[config.mk]
export PLATFORM = sky130hd
export DESIGN_NAME = ds3rx_terminal_port
export DESIGN_NICKNAME = d
export VERILOG_FILES = /design/src/ds3rx_pkg.sv /design/src/ds3rx_pin_sync.sv /design/src/ds3rx_fifo.sv /design/src/ds3rx_terminal_port.sv
export SDC_FILE = /design/constraint.sdc
export NUM_CORES = 1
export LEC_CHECK = 0
export BUFFER_PORTS_ARGS = -buffer_cell sky130_fd_sc_hd__buf_4
export CAP_MARGIN = 20
export CELL_PAD_IN_SITES_DETAIL_PLACEMENT = 0
export CELL_PAD_IN_SITES_GLOBAL_PLACEMENT = 2
export CORE_ASPECT_RATIO = 1.2
export CORE_MARGIN = 5
export CORE_UTILIZATION = 44
export CTS_CLUSTER_SIZE = 8
export DETAILED_ROUTE_END_ITERATION = 10
export PLACE_DENSITY_LB_ADDON = 0.1
export SLEW_MARGIN = 20
export SYNTH_ARGS = -nofsm -noshare
export SYNTH_HDL_FRONTEND = slang
export SYNTH_SLANG_ARGS = --single-unit
[constraint.sdc]
create_clock -name sys_clk -period 6.15 [get_ports sys_clk]
set_clock_uncertainty 0.15 [all_clocks]
set_input_delay 0.3075 -clock sys_clk [delete_from_list [all_inputs] [get_ports sys_clk]]
set_output_delay 0.3075 -clock sys_clk [all_outputs]
set_load 0.01 [all_outputs]
[src/ds3rx_pkg.sv]
// Shared constants for the DS3 receive terminal port.
// Assumes a single 25 MHz system clock and frame-aligned receive bits.
`default_nettype none

package ds3rx_pkg;

  // ----------------------------------------
  // Clocking
  // ----------------------------------------
  localparam int unsigned LINE_CLOCK_KHZ = 44736;
  localparam int unsigned SYS_CLOCK_KHZ  = 25000;

  // ----------------------------------------
  // DS3 frame layout
  // ----------------------------------------
  localparam int unsigned FRAME_GROUPS   = 56;
  localparam int unsigned GROUP_BITS     = 85;
  localparam int unsigned FRAME_BITS     = FRAME_GROUPS * GROUP_BITS;
  localparam int unsigned OVERHEAD_POS   = 0;
  localparam int unsigned NIBBLES        = 1176;
  localparam int unsigned PULSE_NIBBLE   = 1175;

  // ----------------------------------------
  // Terminal interface
  // ----------------------------------------
  localparam int unsigned NIB_W          = 4;
  localparam int unsigned FIFO_DEPTH     = 8;
  localparam int unsigned NIB_HIGH_BITS  = 2;

  // ----------------------------------------
  // Counter widths
  // ----------------------------------------
  localparam int unsigned POS_W          = $clog2(GROUP_BITS);
  localparam int unsigned GRP_W          = $clog2(FRAME_GROUPS);
  localparam int unsigned NIDX_W         = $clog2(NIBBLES);

  typedef logic [POS_W-1:0]  ds3rx_pos_t;
  typedef logic [GRP_W-1:0]  ds3rx_grp_t;
  typedef logic [NIDX_W-1:0] ds3rx_nidx_t;

  localparam ds3rx_pos_t  POS_LAST   = ds3rx_pos_t'(GROUP_BITS - 1);
  localparam ds3rx_grp_t  GRP_LAST   = ds3rx_grp_t'(FRAME_GROUPS - 1);
  localparam ds3rx_nidx_t NIDX_LAST  = ds3rx_nidx_t'(NIBBLES - 1);
  localparam ds3rx_nidx_t NIDX_PULSE = ds3rx_nidx_t'(PULSE_NIBBLE - 1);

endpackage

`default_nettype wire

[src/ds3rx_pin_sync.sv]
// Two-stage synchroniser for pin inputs with rising-edge detect on bit 0.
// Assumes pins are asynchronous to sys_clk.
`default_nettype none
`timescale 1ns/1ps

module ds3rx_pin_sync #(
  parameter int unsigned W = 1
) (
  // Clock and reset
  input  wire logic         sys_clk,
  input  wire logic         rst_n,
  // Pins
  input  wire logic [W-1:0] pinIn,
  // Synchronised view
  output logic      [W-1:0] level,
  output logic              rise
);

  logic [W-1:0] meta;
  logic [W-1:0] stable;
  logic         prevBit;
  logic [W-1:0] next_meta;
  logic [W-1:0] next_stable;
  logic         next_prevBit;

  always_comb begin
    next_meta    = pinIn;
    next_stable  = meta;
    next_prevBit = stable[0];
  end

  always_ff @(posedge sys_clk) begin
    if (!rst_n) begin
      meta    <= '0;
      stable  <= '0;
      prevBit <= 1'b0;
    end else begin
      meta    <= next_meta;
      stable  <= next_stable;
      prevBit <= next_prevBit;
    end
  end

  assign level = stable;
  assign rise  = stable[0] & ~prevBit;

endmodule

`default_nettype wire

[src/ds3rx_fifo.sv]
// Synchronous FIFO with valid/ready on both sides.
// Assumes DEPTH is a power of two.
`default_nettype none
`timescale 1ns/1ps

module ds3rx_fifo #(
  parameter int unsigned W     = 5,
  parameter int unsigned DEPTH = 8
) (
  // Clock and reset
  input  wire logic         sys_clk,
  input  wire logic         rst_n,
  // Fill side
  input  wire logic         inValid,
  output logic              inReady,
  input  wire logic [W-1:0] inData,
  // Drain side
  output logic              outValid,
  input  wire logic         outReady,
  output logic      [W-1:0] outData
);

  localparam int unsigned AW = $clog2(DEPTH);

  logic [W-1:0]  mem [DEPTH];
  logic [AW-1:0] wrPtr;
  logic [AW-1:0] rdPtr;
  logic [AW:0]   fill;
  logic [AW-1:0] next_wrPtr;
  logic [AW-1:0] next_rdPtr;
  logic [AW:0]   next_fill;
  logic          doPush;
  logic          doPop;

  assign inReady  = (fill != (AW+1)'(DEPTH));
  assign outValid = (fill != '0);
  assign outData  = mem[rdPtr];
  assign doPush   = inValid & inReady;
  assign doPop    = outValid & outReady;

  always_comb begin
    next_wrPtr = doPush ? wrPtr + 1'b1 : wrPtr;
    next_rdPtr = doPop ? rdPtr + 1'b1 : rdPtr;
    next_fill  = fill;
    if (doPush && !doPop) begin
      next_fill = fill + 1'b1;
    end else if (doPop && !doPush) begin
      next_fill = fill - 1'b1;
    end
  end

  always_ff @(posedge sys_clk) begin
    if (!rst_n) begin
      wrPtr <= '0;
      rdPtr <= '0;
      fill  <= '0;
    end else begin
      wrPtr <= next_wrPtr;
      rdPtr <= next_rdPtr;
      fill  <= next_fill;
    end
  end

  always_ff @(posedge sys_clk) begin
    if (doPush) begin
      mem[wrPtr] <= inData;
    end
  end

endmodule

`default_nettype wire

[src/ds3rx_terminal_port.sv]
// DS3 receive terminal port: serial and nibble payload output, plus
// regeneration of the line transmit clock and data.
// Assumes rxFrameMark comes from a frame aligner on sys_clk and is valid
// in the cycle of the receive bit strobe that carries frame bit 1.
`default_nettype none
`timescale 1ns/1ps

// Operation
// - Line transmit clock derived from transmit clock
// - Transmit data changes on transmit clock rise
// - Frame pulse low one cycle at bit 1
// - Nibble frame pulse with nibble 1175
// - Terminal clocks derived from line receive clock
// - Serial falls change data; nibble rises change
// - Exactly 1176 nibbles per frame
// - Overhead bits skipped, nibble clock stretched
// - Earliest bit on nibble bit 3
// - Nibble output only in C-bit parity
// - Serial output carries every frame bit
// - Gapped serial clock on bit 3 when enabled and serial select is set
// - Gap signal low on each overhead bit
module ds3rx_terminal_port (
  // Clock and reset
  input  wire logic sys_clk,
  input  wire logic rst_n,
  // Line receive side
  input  wire logic lineRxClock,
  input  wire logic lineRxData,
  input  wire logic rxFrameMark,
  // Mode controls
  input  wire logic cbitParityMode,
  input  wire logic serialSelect,
  input  wire logic gappedClockEnable,
  // Serial terminal output
  output logic      rxSerialClock,
  output logic      rxSerialData,
  output logic      rxFramePulseSerial,
  output logic      rxGapSignal,
  // Nibble terminal output
  output logic      rxNibbleClock,
  output logic      rxNibbleBit3,
  output logic      rxNibbleBit2,
  output logic      rxNibbleBit1,
  output logic      rxNibbleBit0,
  output logic      rxFramePulseNibble,
  output logic      rxNibbleOverrun,
  // Line transmit side
  input  wire logic transmitClockIn,
  input  wire logic txLineBit,
  output logic      txBitTake,
  output logic      lineTxClock,
  output logic      lineTxData
);

  import ds3rx_pkg::*;

  // ----------------------------------------
  // Helpers
  // ----------------------------------------
  function automatic logic isOverhead(input ds3rx_pos_t pos);
    return pos == ds3rx_pos_t'(OVERHEAD_POS);
  endfunction

  function automatic ds3rx_pos_t wrapPos(input ds3rx_pos_t pos);
    return (pos == POS_LAST) ? '0 : pos + 1'b1;
  endfunction

  // ----------------------------------------
  // Pin synchronisers
  // ----------------------------------------
  logic [1:0] rxPins;
  logic       rxBitEn;
  logic       txEn;

  ds3rx_pin_sync #(
    .W (2)
  ) u_rx_sync (
    .sys_clk (sys_clk),
    .rst_n   (rst_n),
    .pinIn   ({lineRxData, lineRxClock}),
    .level   (rxPins),
    .rise    (rxBitEn)
  );

  ds3rx_pin_sync #(
    .W (1)
  ) u_tx_sync (
    .sys_clk (sys_clk),
    .rst_n   (rst_n),
    .pinIn   (transmitClockIn),
    .level   (),
    .rise    (txEn)
  );

  logic rxBit;
  assign rxBit = rxPins[1];

  // ----------------------------------------
  // Frame position
  // ----------------------------------------
  ds3rx_pos_t posBit;
  ds3rx_grp_t posGroup;
  ds3rx_pos_t curBit;
  ds3rx_grp_t curGroup;
  ds3rx_pos_t next_posBit;
  ds3rx_grp_t next_posGroup;
  logic       curOvh;
  logic       curFirst;

  always_comb begin
    curBit        = rxFrameMark ? '0 : posBit;
    curGroup      = rxFrameMark ? '0 : posGroup;
    curOvh        = isOverhead(curBit);
    curFirst      = isOverhead(curBit) && (curGroup == '0);
    next_posBit   = posBit;
    next_posGroup = posGroup;
    if (rxBitEn) begin
      next_posBit = wrapPos(curBit);
      next_posGroup = curGroup;
      if (curBit == POS_LAST) begin
        next_posGroup = (curGroup == GRP_LAST) ? '0 : curGroup + 1'b1;
      end
    end
  end

  always_ff @(posedge sys_clk) begin
    if (!rst_n) begin
      posBit   <= '0;
      posGroup <= '0;
    end else begin
      posBit   <= next_posBit;
      posGroup <= next_posGroup;
    end
  end

  // ----------------------------------------
  // Serial output
  // ----------------------------------------
  logic serClk;
  logic gapClk;
  logic next_serClk;
  logic next_serData;
  logic next_serFrame;
  logic next_serGap;
  logic next_gapClk;

  always_comb begin
    next_serClk   = serClk;
    next_serData  = rxSerialData;
    next_serFrame = rxFramePulseSerial;
    next_serGap   = rxGapSignal;
    next_gapClk   = gapClk;
    if (rxBitEn) begin
      next_serClk   = 1'b0;
      next_serData  = rxBit;
      next_serFrame = !curFirst;
      next_serGap   = !curOvh;
      next_gapClk   = curOvh;
    end else if (!serClk) begin
      next_serClk = 1'b1;
      next_gapClk = 1'b1;
    end
  end

  always_ff @(posedge sys_clk) begin
    if (!rst_n) begin
      serClk             <= 1'b1;
      rxSerialData       <= 1'b0;
      rxFramePulseSerial <= 1'b1;
      rxGapSignal        <= 1'b1;
      gapClk             <= 1'b1;
    end else begin
      serClk             <= next_serClk;
      rxSerialData       <= next_serData;
      rxFramePulseSerial <= next_serFrame;
      rxGapSignal        <= next_serGap;
      gapClk             <= next_gapClk;
    end
  end

  // ----------------------------------------
  // Nibble assembly
  // ----------------------------------------
  logic                nibActive;
  logic [NIB_W-2:0]    shiftNib;
  logic [1:0]          bitCnt;
  ds3rx_nidx_t         nibIdx;
  logic [NIB_W-2:0]    next_shiftNib;
  logic [1:0]          next_bitCnt;
  ds3rx_nidx_t         next_nibIdx;
  logic                pushValid;
  logic                pushReady;
  logic [NIB_W:0]      pushWord;
  logic                next_overrun;

  assign nibActive = cbitParityMode & ~serialSelect;

  always_comb begin
    next_shiftNib = shiftNib;
    next_bitCnt   = rxFrameMark && rxBitEn ? '0 : bitCnt;
    next_nibIdx   = rxFrameMark && rxBitEn ? '0 : nibIdx;
    pushValid     = 1'b0;
    pushWord      = {(next_nibIdx == NIDX_PULSE), shiftNib, rxBit};
    if (rxBitEn && !curOvh && nibActive) begin
      next_shiftNib = {shiftNib[NIB_W-3:0], rxBit};
      if (next_bitCnt == 2'(NIB_W - 1)) begin
        pushValid   = 1'b1;
        next_bitCnt = '0;
        next_nibIdx = (next_nibIdx == NIDX_LAST) ? '0 : next_nibIdx + 1'b1;
      end else begin
        next_bitCnt = next_bitCnt + 1'b1;
      end
    end
    next_overrun = pushValid & ~pushReady;
  end

  always_ff @(posedge sys_clk) begin
    if (!rst_n) begin
      shiftNib <= '0;
      bitCnt   <= '0;
      nibIdx   <= '0;
      rxNibbleOverrun <= 1'b0;
    end else begin
      shiftNib <= next_shiftNib;
      bitCnt   <= next_bitCnt;
      nibIdx   <= next_nibIdx;
      rxNibbleOverrun <= next_overrun;
    end
  end

  // ----------------------------------------
  // Nibble buffer
  // ----------------------------------------
  logic           popValid;
  logic           popReady;
  logic [NIB_W:0] popWord;

  ds3rx_fifo #(
    .W     (NIB_W + 1),
    .DEPTH (FIFO_DEPTH)
  ) u_fifo (
    .sys_clk  (sys_clk),
    .rst_n    (rst_n),
    .inValid  (pushValid),
    .inReady  (pushReady),
    .inData   (pushWord),
    .outValid (popValid),
    .outReady (popReady),
    .outData  (popWord)
  );

  // ----------------------------------------
  // Nibble output
  // ----------------------------------------
  logic             nibClk;
  logic [NIB_W-1:0] nibData;
  logic             nibFrame;
  logic [1:0]       highCnt;
  logic             next_nibClk;
  logic [NIB_W-1:0] next_nibData;
  logic             next_nibFrame;
  logic [1:0]       next_highCnt;

  assign popReady = ~nibClk;

  always_comb begin
    next_nibClk   = nibClk;
    next_nibData  = nibData;
    next_nibFrame = nibFrame;
    next_highCnt  = highCnt;
    if (popValid && popReady) begin
      next_nibClk   = 1'b1;
      next_nibData  = popWord[NIB_W-1:0];
      next_nibFrame = !popWord[NIB_W];
      next_highCnt  = '0;
    end else if (nibClk && rxBitEn) begin
      if (highCnt == 2'(NIB_HIGH_BITS - 1)) begin
        next_nibClk = 1'b0;
      end else begin
        next_highCnt = highCnt + 1'b1;
      end
    end
  end

  always_ff @(posedge sys_clk) begin
    if (!rst_n) begin
      nibClk   <= 1'b0;
      nibData  <= '0;
      nibFrame <= 1'b1;
      highCnt  <= '0;
    end else begin
      nibClk   <= next_nibClk;
      nibData  <= next_nibData;
      nibFrame <= next_nibFrame;
      highCnt  <= next_highCnt;
    end
  end

  // ----------------------------------------
  // Line transmit regeneration
  // ----------------------------------------
  logic next_txClk;
  logic next_txData;

  always_comb begin
    next_txClk  = txEn;
    next_txData = txEn ? txLineBit : lineTxData;
  end

  always_ff @(posedge sys_clk) begin
    if (!rst_n) begin
      lineTxClock <= 1'b0;
      lineTxData  <= 1'b0;
    end else begin
      lineTxClock <= next_txClk;
      lineTxData  <= next_txData;
    end
  end

  // ----------------------------------------
  // Outputs
  // ----------------------------------------
  assign rxSerialClock      = serClk;
  assign rxNibbleClock      = nibClk;
  assign rxNibbleBit3       = (serialSelect && gappedClockEnable) ? gapClk : nibData[3];
  assign rxNibbleBit2       = nibData[2];
  assign rxNibbleBit1       = nibData[1];
  assign rxNibbleBit0       = nibData[0];
  assign rxFramePulseNibble = nibFrame;
  assign txBitTake          = txEn;

endmodule

`default_nettype wire

==> flow_metrics.tcl, run 1 <==
set metrics [dict create \
    routedWlPerCell_microns 16.7 \
    max_freq_mhz 296 \
    post-route-period-util_pct 54.9 \
    cp-start-kind "register" \
    core_area_sq_um 10400 \
    cp_max_fo 11 \
    cts_resized 0 \
    holdWs_ns 0.0138 \
    synth.cell_area_sq_um 4620 \
    final_nets 450 \
    grt_pass1_vias 3035 \
    syn_inst 411 \
    cts_hold_buf 0 \
    clockBufferDepth 2 \
    ir_drop_v 0.000171 \
    tightest_slew_ns 1.07 \
    ys_async_sr_fraction_pct 0 \
    max-cap-violations 0 \
    drtPass1Iterations 4 \
    fin_util_pct 49.9 \
    drt.antenna.violating_nets 0 \
    track_usage_pct 15.4 \
    multi_input_area_sq_um 1960 \
    avgSynthCellArea_sq_um 11.3 \
    ys_ff_latch 106 \
    seq_area_frac_synth_pct 54.5 \
    cts_tree "built" \
    post_cts_buffers 0 \
    ios 24 \
    setup.worst_path.class "reg -> reg" \
    die_x_microns 104 \
    start_util_pct 44.4 \
    ys_top_cells_by_area "dfxtp_1, edfxtp_1, mux4_2" \
    antenna_found_initial 0 \
    grt_max_degree 37 \
    routed_wirelength_microns 9330 \
    sequential_cell_area_sq_um 2520 \
    diodes 0 \
    clockRootBuffer "clkbuf_16" \
    fin_cells 560 \
    yosysTopAreaCell "dfxtp_1" \
    post-dp-hpwl_microns 6630 \
    fp.dieH_microns 122 \
    cpMostUsedCell "ha_1" \
    arrival_ns 3.51 \
    htree_levels 3 \
    overflow 0 \
    critPathMaxStageDelay_ns 0.36 \
    worstSkewPairLatency_ns 0.35 \
    grt_pass1_wl_microns 15300 \
    synth_edf_count 40 \
    power.density_nw_per_um2 319 \
    min_path_type "in -> reg" \
    crit_chain "nor2b_1, inv_1, ha_1, nor3b_2, a21o_1, nor3_4, ha_1, inv_1, ha_1, a21o_1, a21oi_1, xnor2_1, or3_1, a21oi_1" \
    dpl.cell_count 544 \
    drive_gt1_share_pct 14.2 \
    period_minus_slack_ns 3.38 \
    status "completed" \
    die_area_sq_um 12700 \
    report.final.slew_viol_count 0 \
    route.detailed.drc 0 \
    vias 3051 \
    relSlewSlack_pct 27.8 \
    port_buffers 23 \
    synthFlopType "dfxtp_1" \
    fillers 966 \
    place_congestion 0.782 \
    tns_ns 0 \
    hold_violations 0 \
    cts.sinks 106 \
    leakage_nw 1.84 \
    critical-path-slowest-cell "dfxtp_1" \
    areaGrowthSynthToFinish_pct 12.4 \
    crit_required_ns 6.28 \
    cts.clk_slew.worst_paths_ns 0.07 \
    viasPerCell 5.45 \
    cp-end-kind "register" \
    numCtsBuffers 9 \
    yosys_warnings 0 \
    synth.most_common_cell "dfxtp_1" \
    synth_cell_types 59 \
    syn-num-nets 435 \
    rsz0062_at_grt "no" \
    ys_top_cells_by_count "dfxtp_1, edfxtp_1, nor2_1" \
    placementRows 41 \
    drt-initial-drc-count 120 \
    netlist.area_leader.share_pct 28.6 \
    setup_viol 0 \
    total_power_mw 1.66 \
]
-- cells by family (layout without fill, tap and decap cells) --
family,Yosys count,in the layout,synth area share (%)
simple gates,149,149,18.7
flops,106,106,54.5
compound gates,71,71,9.33
buf+inv,34,54,3.00
mux,25,25,8.17
fa+ha+maj,14,14,3.95
xor+xnor,12,12,2.27
-- metal layers --
metal	track usage (%)	wire, microns	part of all wire [%]	up-vias
li1	-	-	-	1535
met1	18.5	4130	44	1468
met2	27.0	4870	52	42
met3	2.89	226	2.4	6
met4	6.56	101	1.1	0
met5	0	0	0	-
-- path summary, 6_finish.rpt --
path / slack [ns] / start / cells after the start / endpoint
worst min register to register: 0.27 / u_tx_sync.prevBit$_SDFF_PN0_ / 1 / lineTxClock$_SDFF_PN0_
worst max-delay path: 2.77 / posBit[0]$_SDFFE_PN0N_ / 14 / u_fifo.fill[3]$_SDFFE_PN0P_
worst min-delay path: 0.01 / lineRxClock / 2 / u_rx_sync.meta[0]$_SDFF_PN0_
worst max register to register: 2.77 / posBit[0]$_SDFFE_PN0N_ / 14 / u_fifo.fill[3]$_SDFFE_PN0P_
-- placed cells by master (no fill, tap or decap), drive strengths merged, types with 3 or more instances in the layout --
cell and instances:
dfxtp 66, nor2 40, edfxtp 40, nand2 25, buf 25, a21oi 24, o21ai 24, inv 15
and2 13, mux2i 13, ha 13, nor3 13, mux4 10, clkbuf 10, xnor2 8, nor3b 6
nand3 6, nand2b 5, nor2b 5, nor4 5, nand4 4, xor2 4, nor4b 3, nand3b 3
and4b 3, or4 3, a22oi 3, and3 3, a31oi 3, a211oi 3, or3 3, clkinv 3
-- worst max-delay path, delay by kind of cell (launching register included) --
family	cells	cell delay [ns]
and+or+nand+nor	4	1.02
AOI/OAI and AO/OA	4	0.79
adders and majority gates	3	0.74
DFF	1	0.36
buffers and inverters	2	0.17
xor gates and xnor gates	1	0.09
-- power breakdown --
part	internal [mW]	total, mW	switching, mW	leakage [nW]
clock	0.326	0.590	0.265	0.152
sequential	0.763	0.814	0.0511	0.870
combinational	0.129	0.256	0.127	0.817
-- state kept, by name, summed over array words and instances, names as in the netlist, 2 cells and up, named ones only --
register         cells
nibIdx              11
u_fifo.mem          40
bitCnt               2
u_rx_sync.meta       2
u_fifo.rdPtr         3
u_fifo.fill          4
u_fifo.wrPtr         3
posBit               7
posGroup             6
nibData              4
highCnt              2
shiftNib             3
u_rx_sync.level      2
-- per-stage QoR --
stage	setup slack, ns	instance area, sq um
global route	2.52	5200
global placement	2.71	4880
finish	2.77	5200
CTS	2.75	5200
floorplan	2.94	4620
detailed placement	2.63	4880
-- layout make-up --
cell class,count,area share (%)
multi-input combinational,271,37.8
clock inverter,6,1.61
clock buffer,10,4.41
timing repair buffer,25,3.61
tap,129,3.11
sequential,106,48.5
inverter,13,0.939
(Power assumes the default switching activity.)
==> run 2: changes to the inputs <==
--- a/config.mk
+++ b/config.mk
@@ -11,7 +11,7 @@
 export CELL_PAD_IN_SITES_GLOBAL_PLACEMENT = 2
 export CORE_ASPECT_RATIO = 1.2
 export CORE_MARGIN = 5
-export CORE_UTILIZATION = 44
+export CORE_UTILIZATION = 41
 export CTS_CLUSTER_SIZE = 8
 export DETAILED_ROUTE_END_ITERATION = 10
 export PLACE_DENSITY_LB_ADDON = 0.1
==> constraint.sdc (replaced) <==
create_clock -name sys_clk -period 3.55 [get_ports sys_clk]
set_clock_uncertainty 0.15 [all_clocks]
set_input_delay 0.1775 -clock sys_clk [delete_from_list [all_inputs] [get_ports sys_clk]]
set_output_delay 0.1775 -clock sys_clk [all_outputs]
set_load 0.01 [all_outputs]
==> run 2 against run 1 <==
Against the previous run:
- flip-flop and latch count unchanged
- cell area increased by 2.6%
- clock power increased by 78%
- critical endpoint unchanged
- largest cell class unchanged
- highest routed layer unchanged
==> flow_metrics.tcl, run 2 (synthesis results as in run 1) <==
set metrics [dict create \
    status "completed" \
    port_buffers 23 \
    setup.worst_path.class "reg -> reg" \
    pwr-share-clk_pct 35.9 \
    critical-path-slowest-cell "dfxtp_1" \
    cp_max_fo 5 \
    power.density_nw_per_um2 547 \
    ir_drop_v 0.000296 \
    max-cap-violations 0 \
    p_sw_share_pct 27.3 \
    tns_ns 0 \
    cts_tree "built" \
    rsz0062_at_grt "no" \
    leakage_nw 1.92 \
    tightest_slew_ns 0.864 \
    cpMostUsedCell "ha_1" \
    final_cell_mix "dfxtp_1, nor2_1, edfxtp_1" \
    critPathCapture "u_fifo.fill[3]$_SDFFE_PN0P_" \
    cp-end-kind "register" \
    clockRootBuffer "clkbuf_16" \
    hold_violations 0 \
    overflow 0 \
    drt.antenna.violating_nets 0 \
    largest_register "u_fifo.mem" \
    arrival_ns 3.39 \
    cp_top_family "simple AND/OR/NAND/NOR gates" \
    reg2reg_from "posBit[0]$_SDFFE_PN0N_" \
    critPathMaxStageDelay_ns 0.37 \
    p_sw_uw 798 \
    period_minus_slack_ns 3.26 \
    r2r_cells 14 \
    setup_viol 0 \
    grt_max_degree 25 \
    report.final.slew_viol_count 0 \
    post_cts_buffers 0 \
    top_regs "u_fifo.mem x40, nibIdx x11, posBit x7" \
    vias 3162 \
    routedWlPerCell_microns 16.3 \
    clockBufferDepth 2 \
    combPwrFrac_pct 15.7 \
    crit_required_ns 3.68 \
    die_x_microns 107 \
    max_freq_mhz 307 \
    drt-initial-drc-count 156 \
    place_congestion 0.750 \
    min_path_type "in -> reg" \
    track_usage_pct 15.0 \
    htree_levels 3 \
    post-route-period-util_pct 91.8 \
    p_int_mw 2.12 \
    antenna_found_initial 0 \
    cts.clk_slew.worst_paths_ns 0.07 \
    relSlewSlack_pct 42.2 \
    final_common_cell "dfxtp_1" \
    cts_resized 0 \
    areaGrowthSynthToFinish_pct 15.3 \
    viasPerCell 5.46 \
    worst-path-stages 14 \
    route.detailed.drc 0 \
    startpoint "posBit[0]$_SDFFE_PN0N_" \
    place_ws_ns 0.294 \
    drive_gt1_share_pct 16.3 \
    start_util_pct 41.9 \
    min_from "rxFrameMark" \
    numCtsBuffers 9 \
    final_nets 466 \
    cts.sinks 106 \
    fp.dieH_microns 126 \
    grt_pass1_vias 3277 \
    cts_hold_buf 5 \
    rr_endpoint "u_fifo.fill[3]$_SDFFE_PN0P_" \
    critPathBufInv 2 \
    diodes 0 \
    placementRows 42 \
    largest_reg_flops 40 \
    post-dp-hpwl_microns 6650 \
    core_area_sq_um 11000 \
    reg2reg_slack_ns 0.29 \
    crit_chain "nor2b_1, inv_1, ha_1, nor3b_2, a21o_1, nor3_4, ha_1, inv_1, ha_1, a21o_1, a21oi_1, xnor2_1, or3_1, a21oi_1" \
    ios 24 \
    worstSkewPairLatency_ns 0.35 \
    grt_pass1_wl_microns 16100 \
    drtPass1Iterations 5 \
    cp-start-kind "register" \
    fin_ws_ns 0.291 \
    power_frac_seq_pct 48.4 \
    die_area_sq_um 13500 \
    routed_wirelength_microns 9460 \
]
==> run 2: changes by cell type in the layout (fill, tap and decap cells not counted) <==
cell	change
buf_4	+11
dlygate4sd3_1	+5
clkbuf_1	-1
clkinv_8	-1
inv_6	+1
inv_8	+1
==> run 2: per-layer routing <==
layer	routed length, microns	track usage (%)	share of wire (%)	vias up
met5	0	0	0	-
met4	151	5.49	1.6	0
met3	337	2.85	3.6	15
met2	4750	25.6	50	62
met1	4210	19.0	45	1519
li1	-	-	-	1566
==> run 2: layout make-up <==
| class | instances | area (sq um) |
|---|---|---|
| multi-input combinational | 271 | 1960 |
| clock inverter | 7 | 87.6 |
| fill | 1017 | 5700 |
| clock buffer | 9 | 225 |
| sequential | 106 | 2520 |
| timing repair buffer | 41 | 320 |
| inverter | 13 | 48.8 |
| tap | 132 | 165 |
==> run 2: through the flow <==
stage / cell area, sq um / instances / hold WS (ns) / total power, mW / util, %
after floorplan: 4620 / 411 / 0.155 / 1.75 / -
after detailed placement: 4970 / 558 / 0.239 / 1.91 / 45.0
after CTS: 5330 / 579 / 0.120 / 2.96 / 48.3
after global routing: 5330 / 579 / 0.167 / 3.08 / 48.3
final: 5330 / 579 / 0.117 / 2.92 / 48.3
after global placement: 4970 / 558 / 0.241 / 1.90 / 45.0
==> run 2: worst min-delay path by stage <==
stage | to | slack [ns] | cells past startpoint
6_report | posGroup[0]$_SDFFE_PN0N_ | 0.12 | 5
5_1_grt | posGroup[2]$_SDFFE_PN0N_ | 0.17 | 4
4_1_cts | posGroup[0]$_SDFFE_PN0N_ | 0.12 | 5
3_5_place_dp | u_rx_sync.meta[0]$_SDFF_PN0_ | 0.24 | 2
3_3_place_gp | u_rx_sync.meta[0]$_SDFF_PN0_ | 0.24 | 2
2_1_floorplan | u_rx_sync.meta[0]$_SDFF_PN0_ | 0.15 | 1
==> run 2: power groups by stage <==
| stage | clock [mW] | sequential, mW | combinational (mW) |
|---|---|---|---|
| finish | 1.05 | 1.41 | 0.459 |
| CTS | 1.07 | 1.42 | 0.468 |
| global placement | 0 | 1.44 | 0.460 |
| global route | 1.13 | 1.43 | 0.521 |
| floorplan | 0 | 1.39 | 0.359 |
| detailed placement | 0 | 1.45 | 0.461 |
==> run 2: worst min-delay path, stage by stage <==
cell	delay, ns
buf_4	0.14
nand2_1	0.06
o21ai_0	0.06
a22oi_1	0.06
nor2_1	0.08
